### config.mk
export PLATFORM = sky130hd
export DESIGN_NAME = mth_top
export DESIGN_NICKNAME = d
export VERILOG_FILES = /design/src/mth_pkg.sv /design/src/mth_measure_trigger_if.sv /design/src/mth_delay_tmr.sv /design/src/mth_measure_trigger_edge.sv /design/src/mth_top.sv
export VERILOG_INCLUDE_DIRS = /design/src
export SDC_FILE = /design/constraint.sdc
export NUM_CORES = 1
export LEC_CHECK = 0
export BUFFER_PORTS_ARGS = -buffer_cell sky130_fd_sc_hd__buf_2
export CAP_MARGIN = 10
export CORE_UTILIZATION = 53
export CTS_CLUSTER_DIAMETER = 60
export CTS_CLUSTER_SIZE = 25
export DETAILED_ROUTE_END_ITERATION = 8
export GPL_ROUTABILITY_DRIVEN = 0
export PLACE_DENSITY = 0.8
export SLEW_MARGIN = 10
export SYNTH_ARGS = -nofsm -noshare
export SYNTH_HDL_FRONTEND = slang
export SYNTH_SLANG_ARGS = --single-unit
### constraint.sdc
create_clock -name pclk -period 2.7 [get_ports pclk]
set_clock_uncertainty 0.05 [all_clocks]
set_input_delay 0.27 -clock pclk [delete_from_list [all_inputs] [get_ports pclk]]
set_output_delay 0.27 -clock pclk [all_outputs]
set_load 0.005 [all_outputs]
### src/mth_consts.svh
// constants for the measurement trigger handshake block
`ifndef MTH_CONSTS_SVH
`define MTH_CONSTS_SVH

// clock and timing
`define MTH_CLK_HZ 25000000
`define MTH_HZ_PER_MHZ 1000000
`define MTH_CYC_PER_US (`MTH_CLK_HZ / `MTH_HZ_PER_MHZ)
`define MTH_PRE_W 5
`define MTH_DLY_W 16

// apb register byte offsets
`define MTH_ADDR_W 12
`define MTH_OFF_CTRL 12'h000
`define MTH_OFF_STATUS 12'h004
`define MTH_OFF_IRQ_STAT 12'h008
`define MTH_OFF_IRQ_MASK 12'h00C

// control register layout
`define MTH_CTRL_DLY_LSB 0
`define MTH_CTRL_DLY_MSB 15
`define MTH_CTRL_CLR_BIT 16
`define MTH_CTRL_RETRIG_BIT 17
`define MTH_CTRL_RISE_BIT 18
`define MTH_CTRL_DLY_RST 16'h0000
`define MTH_CTRL_CLR_RST 1'b1
`define MTH_CTRL_RETRIG_RST 1'b0
`define MTH_CTRL_RISE_RST 1'b0

// interrupt bits
`define MTH_IRQ_W 3
`define MTH_IRQ_DONE 0
`define MTH_IRQ_ERR 1
`define MTH_IRQ_IGN 2

// judgement and error widths
`define MTH_CMP_W 6
`define MTH_BIN_W 10
`define MTH_JDG_W 16
`define MTH_ERR_W 5

// open-drain pin vector layout
`define MTH_OD_W 19
`define MTH_OD_EOM 0
`define MTH_OD_INDEX 1
`define MTH_OD_ERR 2
`define MTH_OD_JDG_LSB 3
`define MTH_OD_JDG_MSB 18

`endif

### src/mth_pkg.sv
// types for the measurement trigger handshake block
`default_nettype none
package mth_pkg;
	typedef enum logic [1:0] {
		MTH_IDLE,
		MTH_MEAS,
		MTH_HOLD
	} mth_state_e;
endpackage
`default_nettype wire

### src/mth_measure_trigger_if.sv
// carrier between the control logic, trigger edge finder and delay timer
`timescale 1ns/1ps
`default_nettype none
`include "mth_consts.svh"
interface mth_measure_trigger_if;
	logic edge_rise;
	logic measure_trigger_pulse;
	logic tmr_load;
	logic [`MTH_DLY_W-1:0] tmr_dly_us;
	logic tmr_expired;
	modport edge_side (input edge_rise, output measure_trigger_pulse);
	modport tmr_side (input tmr_load, input tmr_dly_us, output tmr_expired);
	modport ctl_side (output edge_rise, input measure_trigger_pulse, output tmr_load,
		output tmr_dly_us, input tmr_expired);
endinterface
`default_nettype wire

### src/mth_delay_tmr.sv
// judgement-to-end-strobe delay timer in microsecond steps
`timescale 1ns/1ps
`default_nettype none
`include "mth_consts.svh"
module mth_delay_tmr (
	// clock and reset
	input wire logic pclk,
	input wire logic presetn,
	// carrier
	mth_measure_trigger_if.tmr_side tif
);
	logic busy_r;
	logic [`MTH_PRE_W-1:0] pre_r;
	logic [`MTH_DLY_W-1:0] cnt_r;

	always_ff @(posedge pclk or negedge presetn) begin
		if (!presetn) begin
			busy_r <= 1'b0;
			pre_r <= '0;
			cnt_r <= '0;
			tif.tmr_expired <= 1'b0;
		end else begin
			tif.tmr_expired <= 1'b0;
			if (tif.tmr_load) begin
				busy_r <= 1'b1;
				pre_r <= '0;
				cnt_r <= tif.tmr_dly_us;
			end else if (busy_r) begin
				if (cnt_r == '0) begin
					busy_r <= 1'b0;
					tif.tmr_expired <= 1'b1;
				end else if (pre_r == `MTH_PRE_W'(`MTH_CYC_PER_US - 1)) begin
					pre_r <= '0;
					cnt_r <= cnt_r - 1'b1;
				end else begin
					pre_r <= pre_r + 1'b1;
				end
			end
		end
	end
endmodule
`default_nettype wire

### src/mth_measure_trigger_edge.sv
// trigger pin synchroniser and selectable edge detector
`timescale 1ns/1ps
`default_nettype none
`include "mth_consts.svh"
module mth_measure_trigger_edge (
	// clock and reset
	input wire logic pclk,
	input wire logic presetn,
	// trigger pin, low while asserted
	input wire logic measure_trigger_n,
	// carrier
	mth_measure_trigger_if.edge_side tif
);
	logic meta_r;
	logic sync_r;
	logic prev_r;

	// idle pin level is high, so preload high to avoid a false edge
	always_ff @(posedge pclk or negedge presetn) begin
		if (!presetn) begin
			meta_r <= 1'b1;
			sync_r <= 1'b1;
			prev_r <= 1'b1;
		end else begin
			meta_r <= measure_trigger_n;
			sync_r <= meta_r;
			prev_r <= sync_r;
		end
	end

	always_ff @(posedge pclk or negedge presetn) begin
		if (!presetn) begin
			tif.measure_trigger_pulse <= 1'b0;
		end else begin
			tif.measure_trigger_pulse <= tif.edge_rise ? (sync_r & ~prev_r) : (~sync_r & prev_r);
		end
	end
endmodule
`default_nettype wire

### src/mth_top.sv
// measurement trigger handshake: external port strobes, judgements, apb registers
`timescale 1ns/1ps
`default_nettype none
`include "mth_consts.svh"
module mth_top
	import mth_pkg::*;
(
	// clock and reset
	input wire logic pclk,
	input wire logic presetn,
	// apb slave
	input wire logic psel,
	input wire logic penable,
	input wire logic pwrite,
	input wire logic [`MTH_ADDR_W-1:0] paddr,
	input wire logic [31:0] pwdata,
	output logic [31:0] prdata,
	output logic pready,
	output logic pslverr,
	// trigger pin, low while asserted
	input wire logic measure_trigger_n,
	// measurement core, same clock
	output logic meas_start,
	input wire logic acq_done,
	input wire logic meas_done,
	input wire logic [`MTH_CMP_W-1:0] judge_cmp,
	input wire logic [`MTH_BIN_W-1:0] judge_bin_sort,
	input wire logic [`MTH_ERR_W-1:0] err_src,
	// open-drain pins: end strobe, acquisition done, error, judgements
	output logic [`MTH_OD_W-1:0] od_o,
	output logic [`MTH_OD_W-1:0] od_oe,
	// interrupt
	output logic irq
);
	mth_measure_trigger_if tif ();

	mth_state_e state_r;
	logic [`MTH_DLY_W-1:0] dly_us_r;
	logic clr_on_start_r;
	logic retrig_en_r;
	logic edge_rise_r;
	logic eom_act_r;
	logic index_act_r;
	logic err_act_r;
	logic [`MTH_ERR_W-1:0] err_cause_r;
	logic [`MTH_JDG_W-1:0] judge_act_r;
	logic [`MTH_IRQ_W-1:0] irq_stat_r;
	logic [`MTH_IRQ_W-1:0] irq_mask_r;
	logic [`MTH_IRQ_W-1:0] irq_set;
	logic tmr_load_r;
	logic busy;
	logic start;
	logic ignore;
	logic finish;
	logic apb_setup;
	logic apb_wr;
	logic apb_rd;
	logic hit;
	logic [31:0] rd_nxt;

	mth_measure_trigger_edge u_edge (
		.pclk(pclk),
		.presetn(presetn),
		.measure_trigger_n(measure_trigger_n),
		.tif(tif)
	);

	mth_delay_tmr u_tmr (
		.pclk(pclk),
		.presetn(presetn),
		.tif(tif)
	);

	assign tif.edge_rise = edge_rise_r;
	assign tif.tmr_load = tmr_load_r;
	assign tif.tmr_dly_us = dly_us_r;

	// measuring means the end strobe is released (high)
	assign busy = (state_r != MTH_IDLE);
	assign start = tif.measure_trigger_pulse & (~busy | retrig_en_r);
	assign ignore = tif.measure_trigger_pulse & busy & ~retrig_en_r;
	assign finish = meas_done & (state_r == MTH_MEAS) & ~start;

	// sequencer
	always_ff @(posedge pclk or negedge presetn) begin
		if (!presetn) begin
			state_r <= MTH_IDLE;
			tmr_load_r <= 1'b0;
		end else begin
			tmr_load_r <= 1'b0;
			case (state_r)
				MTH_IDLE: begin
					if (start) begin
						state_r <= MTH_MEAS;
					end
				end
				MTH_MEAS: begin
					if (finish) begin
						state_r <= MTH_HOLD;
						tmr_load_r <= 1'b1;
					end
				end
				MTH_HOLD: begin
					if (start) begin
						state_r <= MTH_MEAS;
					end else if (tif.tmr_expired && !tmr_load_r) begin
						state_r <= MTH_IDLE;
					end
				end
				default: begin
					state_r <= MTH_IDLE;
				end
			endcase
		end
	end

	always_ff @(posedge pclk or negedge presetn) begin
		if (!presetn) begin
			meas_start <= 1'b0;
		end else begin
			meas_start <= start;
		end
	end

	// end strobe only after the delay
	always_ff @(posedge pclk or negedge presetn) begin
		if (!presetn) begin
			eom_act_r <= 1'b0;
			index_act_r <= 1'b0;
		end else if (start) begin
			eom_act_r <= 1'b0;
			index_act_r <= 1'b0;
		end else begin
			if (state_r == MTH_HOLD && tif.tmr_expired && !tmr_load_r) begin
				eom_act_r <= 1'b1;
			end
			if (acq_done && busy) begin
				index_act_r <= 1'b1;
			end
		end
	end

	always_ff @(posedge pclk or negedge presetn) begin
		if (!presetn) begin
			judge_act_r <= '0;
			err_act_r <= 1'b0;
			err_cause_r <= '0;
		end else if (start && clr_on_start_r) begin
			judge_act_r <= '0;
			err_act_r <= 1'b0;
		end else if (finish) begin
			judge_act_r <= {judge_bin_sort, judge_cmp};
			err_act_r <= |err_src;
			err_cause_r <= err_src;
		end
	end

	// asserted means sinking: enable high, level low
	always_ff @(posedge pclk or negedge presetn) begin
		if (!presetn) begin
			od_o <= '0;
			od_oe <= '0;
		end else begin
			od_o <= '0;
			od_oe <= {judge_act_r, err_act_r, index_act_r, eom_act_r};
		end
	end

	// apb slave, zero wait states
	// pready one cycle after setup; prdata then holds until the next setup
	assign apb_setup = psel & ~penable;
	assign apb_wr = psel & penable & pwrite & pready;
	assign apb_rd = psel & penable & ~pwrite & pready;
	assign hit = (paddr == `MTH_OFF_CTRL) || (paddr == `MTH_OFF_STATUS) ||
		(paddr == `MTH_OFF_IRQ_STAT) || (paddr == `MTH_OFF_IRQ_MASK);

	always_comb begin
		rd_nxt = '0;
		case (paddr)
			`MTH_OFF_CTRL: begin
				rd_nxt[`MTH_CTRL_DLY_MSB:`MTH_CTRL_DLY_LSB] = dly_us_r;
				rd_nxt[`MTH_CTRL_CLR_BIT] = clr_on_start_r;
				rd_nxt[`MTH_CTRL_RETRIG_BIT] = retrig_en_r;
				rd_nxt[`MTH_CTRL_RISE_BIT] = edge_rise_r;
			end
			`MTH_OFF_STATUS: begin
				rd_nxt = 32'({judge_act_r, err_cause_r, err_act_r, index_act_r,
					eom_act_r, state_r});
			end
			`MTH_OFF_IRQ_STAT: begin
				rd_nxt = 32'(irq_stat_r);
			end
			`MTH_OFF_IRQ_MASK: begin
				rd_nxt = 32'(irq_mask_r);
			end
			default: begin
				rd_nxt = '0;
			end
		endcase
	end

	// reads never stall the trigger path
	always_ff @(posedge pclk or negedge presetn) begin
		if (!presetn) begin
			prdata <= '0;
			pready <= 1'b0;
			pslverr <= 1'b0;
		end else begin
			pready <= apb_setup;
			pslverr <= apb_setup & ~hit;
			if (apb_setup) begin
				prdata <= rd_nxt;
			end
		end
	end

	always_ff @(posedge pclk or negedge presetn) begin
		if (!presetn) begin
			dly_us_r <= `MTH_CTRL_DLY_RST;
			clr_on_start_r <= `MTH_CTRL_CLR_RST;
			retrig_en_r <= `MTH_CTRL_RETRIG_RST;
			edge_rise_r <= `MTH_CTRL_RISE_RST;
			irq_mask_r <= '0;
		end else if (apb_wr) begin
			if (paddr == `MTH_OFF_CTRL) begin
				dly_us_r <= pwdata[`MTH_CTRL_DLY_MSB:`MTH_CTRL_DLY_LSB];
				clr_on_start_r <= pwdata[`MTH_CTRL_CLR_BIT];
				retrig_en_r <= pwdata[`MTH_CTRL_RETRIG_BIT];
				edge_rise_r <= pwdata[`MTH_CTRL_RISE_BIT];
			end
			if (paddr == `MTH_OFF_IRQ_MASK) begin
				irq_mask_r <= pwdata[`MTH_IRQ_W-1:0];
			end
		end
	end

	// interrupt status: read clears, a new event wins
	always_comb begin
		irq_set = '0;
		irq_set[`MTH_IRQ_DONE] = state_r == MTH_HOLD && tif.tmr_expired && !tmr_load_r;
		irq_set[`MTH_IRQ_ERR] = finish & (|err_src);
		irq_set[`MTH_IRQ_IGN] = ignore;
	end

	// irq lags status by a cycle so it leaves straight from a flip-flop
	always_ff @(posedge pclk or negedge presetn) begin
		if (!presetn) begin
			irq_stat_r <= '0;
			irq <= 1'b0;
		end else begin
			if (apb_rd && paddr == `MTH_OFF_IRQ_STAT) begin
				irq_stat_r <= irq_set;
			end else begin
				irq_stat_r <= irq_stat_r | irq_set;
			end
			irq <= |(irq_stat_r & irq_mask_r);
		end
	end
endmodule
`default_nettype wire

After elaboration in Yosys (flattened, before gate mapping) --
Cells that the tools add are included.
Word-level totals: register bits 134, input bits 73, output and inout port bits 74, word-level logic and storage cells 126
Operators by class: $add $sub $neg 2, equality and inequality tests 10, mux-type cells 33, bitwise operators 27, reductions and logical operators 27
Operators with widths (count):
- 16-bit 2-to-1 mux | 6
- 19-bit one-hot mux with 4 select lines | 1
- 12-bit by 4-bit equality test with 1-bit output (second input constant) | 2
- 5-bit 2-to-1 mux | 4
- 16-bit logical NOT | 1
- 16-bit by 1-bit subtractor with 16-bit output (second input constant) | 1
- 1-bit AND | 15
- 1-bit 2-to-1 mux | 15
- 12-bit by 3-bit equality test with 1-bit output (second input constant) | 1
- 12-bit logical NOT | 1
- 2-bit nonzero test | 6
- 1-bit NOT | 9
- 2-bit 2-to-1 mux | 4
- 2-bit AND reduction | 4
- 7-bit 2-to-1 mux | 1
- 1-bit logical AND | 6
- 2-bit != test (second input constant) | 3
- 2-bit one-hot mux with 3 select lines | 1
- 3-bit AND reduction | 2
- 5-bit by 1-bit adder with 5-bit output (second input constant) | 1
- 5-bit equality test (second input constant) | 1
- 5-bit OR reduction | 1
- 3-bit AND | 1
- 1-bit logical OR | 3
- other kinds (9) | 9

Longest topological paths before layout --
depth after elaboration 9, depth in mapped cells 8, depth with buffers taken out 6

Hierarchy --
Synthesis repeated with hierarchy kept, for this count alone.
Unflattened totals: cells, all modules 505, area, all modules 5676.7 um^2
Modules (own cells, without submodules):
- mth_top | instances 1, cells each 333, area each 4091.4 um^2, sequential area each 2528.7 um^2
- mth_delay_tmr | instances 1, cells each 165, area each 1458.9 um^2, sequential area each 575.6 um^2
- mth_measure_trigger_edge | instances 1, cells each 7, area each 126.4 um^2, sequential area each 103.8 um^2

Worst setup path after synthesis --
Ideal clock, no wire load.
path type reg2reg, start reg u_tmr.cnt_r[0], end reg u_tmr.pre_r[2], library setup time 0.066 ns, arrival time 2.139 ns, slack 0.445 ns, stages on the path, launching flop included 8, buffers on the path 1, cells stage by stage dfrtp_1 inv_1 ha_1 or4b_1 or4_4 buf_6 a311oi_2 a41o_1
Between the ends: cells in the longest elaborated chain, start to end 3
Ends and longest elaborated chain:
- start: declaration | RTL line mth_delay_tmr.sv:14 | logic [`MTH_DLY_W-1:0] cnt_r;
- start signal: assignment | RTL line mth_delay_tmr.sv:27 | cnt_r <= tif.tmr_dly_us;
- start signal: assignment | RTL line mth_delay_tmr.sv:34 | cnt_r <= cnt_r - 1'b1;
- 16-bit logical NOT | RTL line mth_delay_tmr.sv:29 | if (cnt_r == '0) begin
- 2-bit != test (no source line)
- 2-bit AND reduction (no source line)
- end signal: assignment | RTL line mth_delay_tmr.sv:36 | pre_r <= pre_r + 1'b1;
- end: declaration | RTL line mth_delay_tmr.sv:13 | logic [`MTH_PRE_W-1:0] pre_r;
No other way between the ends. A chain may end at the register's enable or synchronous reset.

Final worst setup path --
start reg u_tmr.cnt_r[0], end reg u_tmr.cnt_r[14]
Between the ends: cells in the longest elaborated chain, start to end 5, elaborated cells on any way between the ends 8
Ends and longest elaborated chain:
- 16-bit by 1-bit subtractor with 16-bit output | RTL line mth_delay_tmr.sv:34
- 16-bit 2-to-1 mux | RTL line mth_delay_tmr.sv:32 | end else if (pre_r == `MTH_PRE_W'(`MTH_CYC_PER_US - 1)) begin
- 16-bit 2-to-1 mux | RTL line mth_delay_tmr.sv:29
- 16-bit 2-to-1 mux | RTL line mth_delay_tmr.sv:28 | end else if (busy_r) begin
- 16-bit 2-to-1 mux | RTL line mth_delay_tmr.sv:24 | if (tif.tmr_load) begin
Several ways; a longest one is shown, not always the timed one. The select of a mux whose other input is x is not followed.

==> impl_metrics.json <==
{
  "min_path_type": "in2reg",
  "wire_per_inst_um": 18.3,
  "leakagePower_nw": 3.59,
  "synthFlopType": "dfrtp_1",
  "cpPeakStageDelay_ns": 0.60,
  "ant_nets": 0,
  "synth_top_area_frac": 0.559,
  "critPathArrivalTime_ns": 2.78,
  "htreeDepth": 4,
  "fmax_mhz": 418,
  "track_usage": 0.264,
  "routed_wl_um": 13800,
  "synth-edff-count": 0,
  "grt_pass1_wl_um": 22400,
  "portBuffers": 108,
  "synthCells": 453,
  "utilization": 0.725,
  "power.density_nw_per_um2": 870,
  "worstReg2RegEnd": "u_tmr.cnt_r[14]$_DFFE_PN0P_",
  "ir_worst_vdd_uv": 615,
  "grt_max_degree": 66,
  "clock-sinks": 128,
  "dieWidth_um": 104,
  "route.detailed.drc": 0,
  "power.total_mw": 6.28,
  "post_cts_buffers": 0,
  "worstSetupEndpointType": "flip-flop",
  "holdPathEnd": "state_r[1]$_DFFE_PN0P_",
  "final_cells": 755,
  "synth_cell_type_count": 61,
  "outcome": "completed",
  "synthTopCellsByArea": "dfrtp_1 (56%), mux2_2 (5.5%), a22o_1 (4.1%)",
  "dr.pass1.iters": 5,
  "vias": 4399,
  "worst_hold_slack_ns": 0.0442,
  "crit_required_ns": 3.09,
  "die_y_um": 104,
  "setup_violations": 0,
  "cp_slowest_cell": "nor4_1",
  "final_hold_viol_count": 0,
  "yosysSeqAreaShare": 0.578,
  "dp_cells": 680,
  "nets": 685,
  "root_buffer": "clkbuf_8",
  "worst_skew_pair.late_latency_ns": 0.53,
  "core_um2": 9950,
  "critPathMaxFanout": 5,
  "cts_resized": 0,
  "ys_ff_latch": 128,
  "yosysWarnings": 0,
  "antenna_found_initial": 0,
  "synth_largest_area_cell": "dfrtp_1",
  "whs_path_depth": 3,
  "fin_crit_ns": 2.40,
  "postCtsHoldBufs": 43,
  "syn_area_um2": 5550,
  "critPathLaunchType": "flip-flop",
  "grt_overflow": 0,
  "viasPerCell": 5.83,
  "area_growth_pct": 30.1,
  "rsz0062_at_grt": "false",
  "maxSlewViolCount": 0,
  "place_ws_ns": 0.379,
  "start_util": 0.557,
  "numCtsBuffers": 17,
  "yosys-top-cells-count": "dfrtp_1 (124), mux2_2 (27), a22o_1 (26), buf_4 (26)",
  "hp-start": "meas_done",
  "reg2reg_slack_ns": 0.30,
  "cp.buffers_inverters": 1,
  "drv_cap": 0,
  "setup_tns_ns": 0,
  "fillers": 639,
  "hpwl_um": 8690,
  "crit_chain": "inv_1 > ha_1 > or4b_1 > nor4_1 > a31oi_1 > o21ai_0",
  "ios": 147,
  "criticalPathCategory": "reg2reg",
  "cts.path.max_buffers": 2,
  "cp_top_family": "simple AND/OR/NAND/NOR gates",
  "tightestPinTransition_ns": 0.654,
  "clk_pin_slew_ns": 0.06,
  "finalCritPeriodShare": 0.887,
  "place_area_um2": 6160,
  "synth.most_common_cell": "dfrtp_1",
  "drive_above_1_share": 0.317,
  "async_reset_ff_frac": 1.00,
  "setup_slack_ns": 0.305,
  "num_rows": 36,
  "r2r-start": "u_tmr.cnt_r[0]$_DFFE_PN0P_",
  "antenna_cells": 0,
  "slew_headroom": 0.560,
  "synth_area_per_cell_um2": 12.2,
  "final_area_um2": 7220,
  "dieArea_um2": 10900,
  "cts_tree": "yes",
  "grt_pass1_vias": 4453,
  "r2r_cells": 6,
  "drtIter0Drc": 304
}
[worst max path at each step]
stage               slack [ns]  cells past startpoint                          end                       start
floorplan                 0.44                      7   u_tmr.pre_r[2]$_DFFE_PN0P_  u_tmr.cnt_r[0]$_DFFE_PN0P_
global placement          0.40                      6   u_tmr.pre_r[2]$_DFFE_PN0P_  u_tmr.cnt_r[0]$_DFFE_PN0P_
detailed placement        0.38                      6   u_tmr.pre_r[2]$_DFFE_PN0P_  u_tmr.cnt_r[0]$_DFFE_PN0P_
CTS                       0.36                      6   u_tmr.pre_r[2]$_DFFE_PN0P_  u_tmr.cnt_r[0]$_DFFE_PN0P_
global route              0.18                      6  u_tmr.cnt_r[14]$_DFFE_PN0P_  u_tmr.cnt_r[0]$_DFFE_PN0P_
finish                    0.30                      6  u_tmr.cnt_r[14]$_DFFE_PN0P_  u_tmr.cnt_r[0]$_DFFE_PN0P_
[cell families after synthesis]
family | after synthesis | synth area share
AOI/OAI and AO/OA | 99 | 0.145
buffers and inverters | 64 | 0.0634
DFF | 128 | 0.578
and+or+nand+nor | 127 | 0.137
other | 1 | 0.000676
muxes | 31 | 0.0688
adders and majority gates | 3 | 0.00677
[power by group]
part / internal [mW] / switching [mW] / leakage [nW]
sequential: 2.36 / 0.336 / 1.66
combinational: 0.580 / 0.589 / 1.62
clock: 1.60 / 0.818 / 0.312
total: 4.54 / 1.74 / 3.59
[cells in the final DEF, fill, tap and decap left out, types with 4 or more instances in the layout]
| master | Yosys | layout |
|---|---|---|
| clkbuf_8 | 0 | 5 |
| o311ai_0 | 6 | 6 |
| and2_1 | 18 | 18 |
| o21ai_0 | 9 | 9 |
| a31oi_1 | 5 | 5 |
| a221o_1 | 16 | 16 |
| nand2_1 | 18 | 18 |
| nor4_1 | 5 | 4 |
| inv_1 | 15 | 15 |
| a22o_1 | 26 | 26 |
| bufinv_16 | 0 | 4 |
| o31a_1 | 4 | 4 |
| clkbuf_16 | 0 | 16 |
| dfstp_2 | 4 | 4 |
| or2_2 | 6 | 6 |
| buf_4 | 26 | 11 |
| mux2_2 | 27 | 27 |
| nand3_1 | 12 | 12 |
| nand2b_1 | 4 | 4 |
| nor2_1 | 18 | 18 |
| a21oi_1 | 10 | 9 |
| or3_1 | 7 | 7 |
| nor3_1 | 6 | 6 |
| or4_1 | 7 | 7 |
| nand4_1 | 7 | 7 |
| dlygate4sd3_1 | 0 | 43 |
| dfrtp_1 | 124 | 124 |
| buf_2 | 5 | 107 |
| conb_1 | 1 | 25 |
[worst min-delay path: cells and delay by family]
kind / cells / cell delay (ns)
AOI/OAI and AO/OA: 1 / 0.08
buffers and inverters: 1 / 0.11
and+or+nand+nor: 1 / 0.12
[sequential cells by signal (all words and copies together) (netlist names), 2 cells and up]
| register | cells |
|---|---|
| irq_mask_r | 3 |
| irq_stat_r | 3 |
| err_cause_r | 5 |
| dly_us_r | 16 |
| judge_act_r | 16 |
| state_r | 2 |
| u_tmr.pre_r | 5 |
| u_tmr.cnt_r | 16 |
| prdata | 26 |
| od_oe | 19 |
[metal layers]
metal  up-vias  part of all wire  track usage
met5         -                 0            0
met4         0             0.027        0.130
met3        35             0.057       0.0677
met2       171              0.50        0.427
met1      2231              0.41        0.331
li1       1962                 -            -
[layout make-up]
class	count	area (um2)	area share
Clock inverter	9	153	0.0212
Inverter	15	56.3	0.00780
Sequential cell	128	3210	0.445
Multi-Input combinational cell	285	2090	0.289
Clock buffer	23	477	0.0661
Tap cell	133	166	0.0231
Timing Repair Buffer	162	1070	0.148
Power figures use the tool's default switching activity.
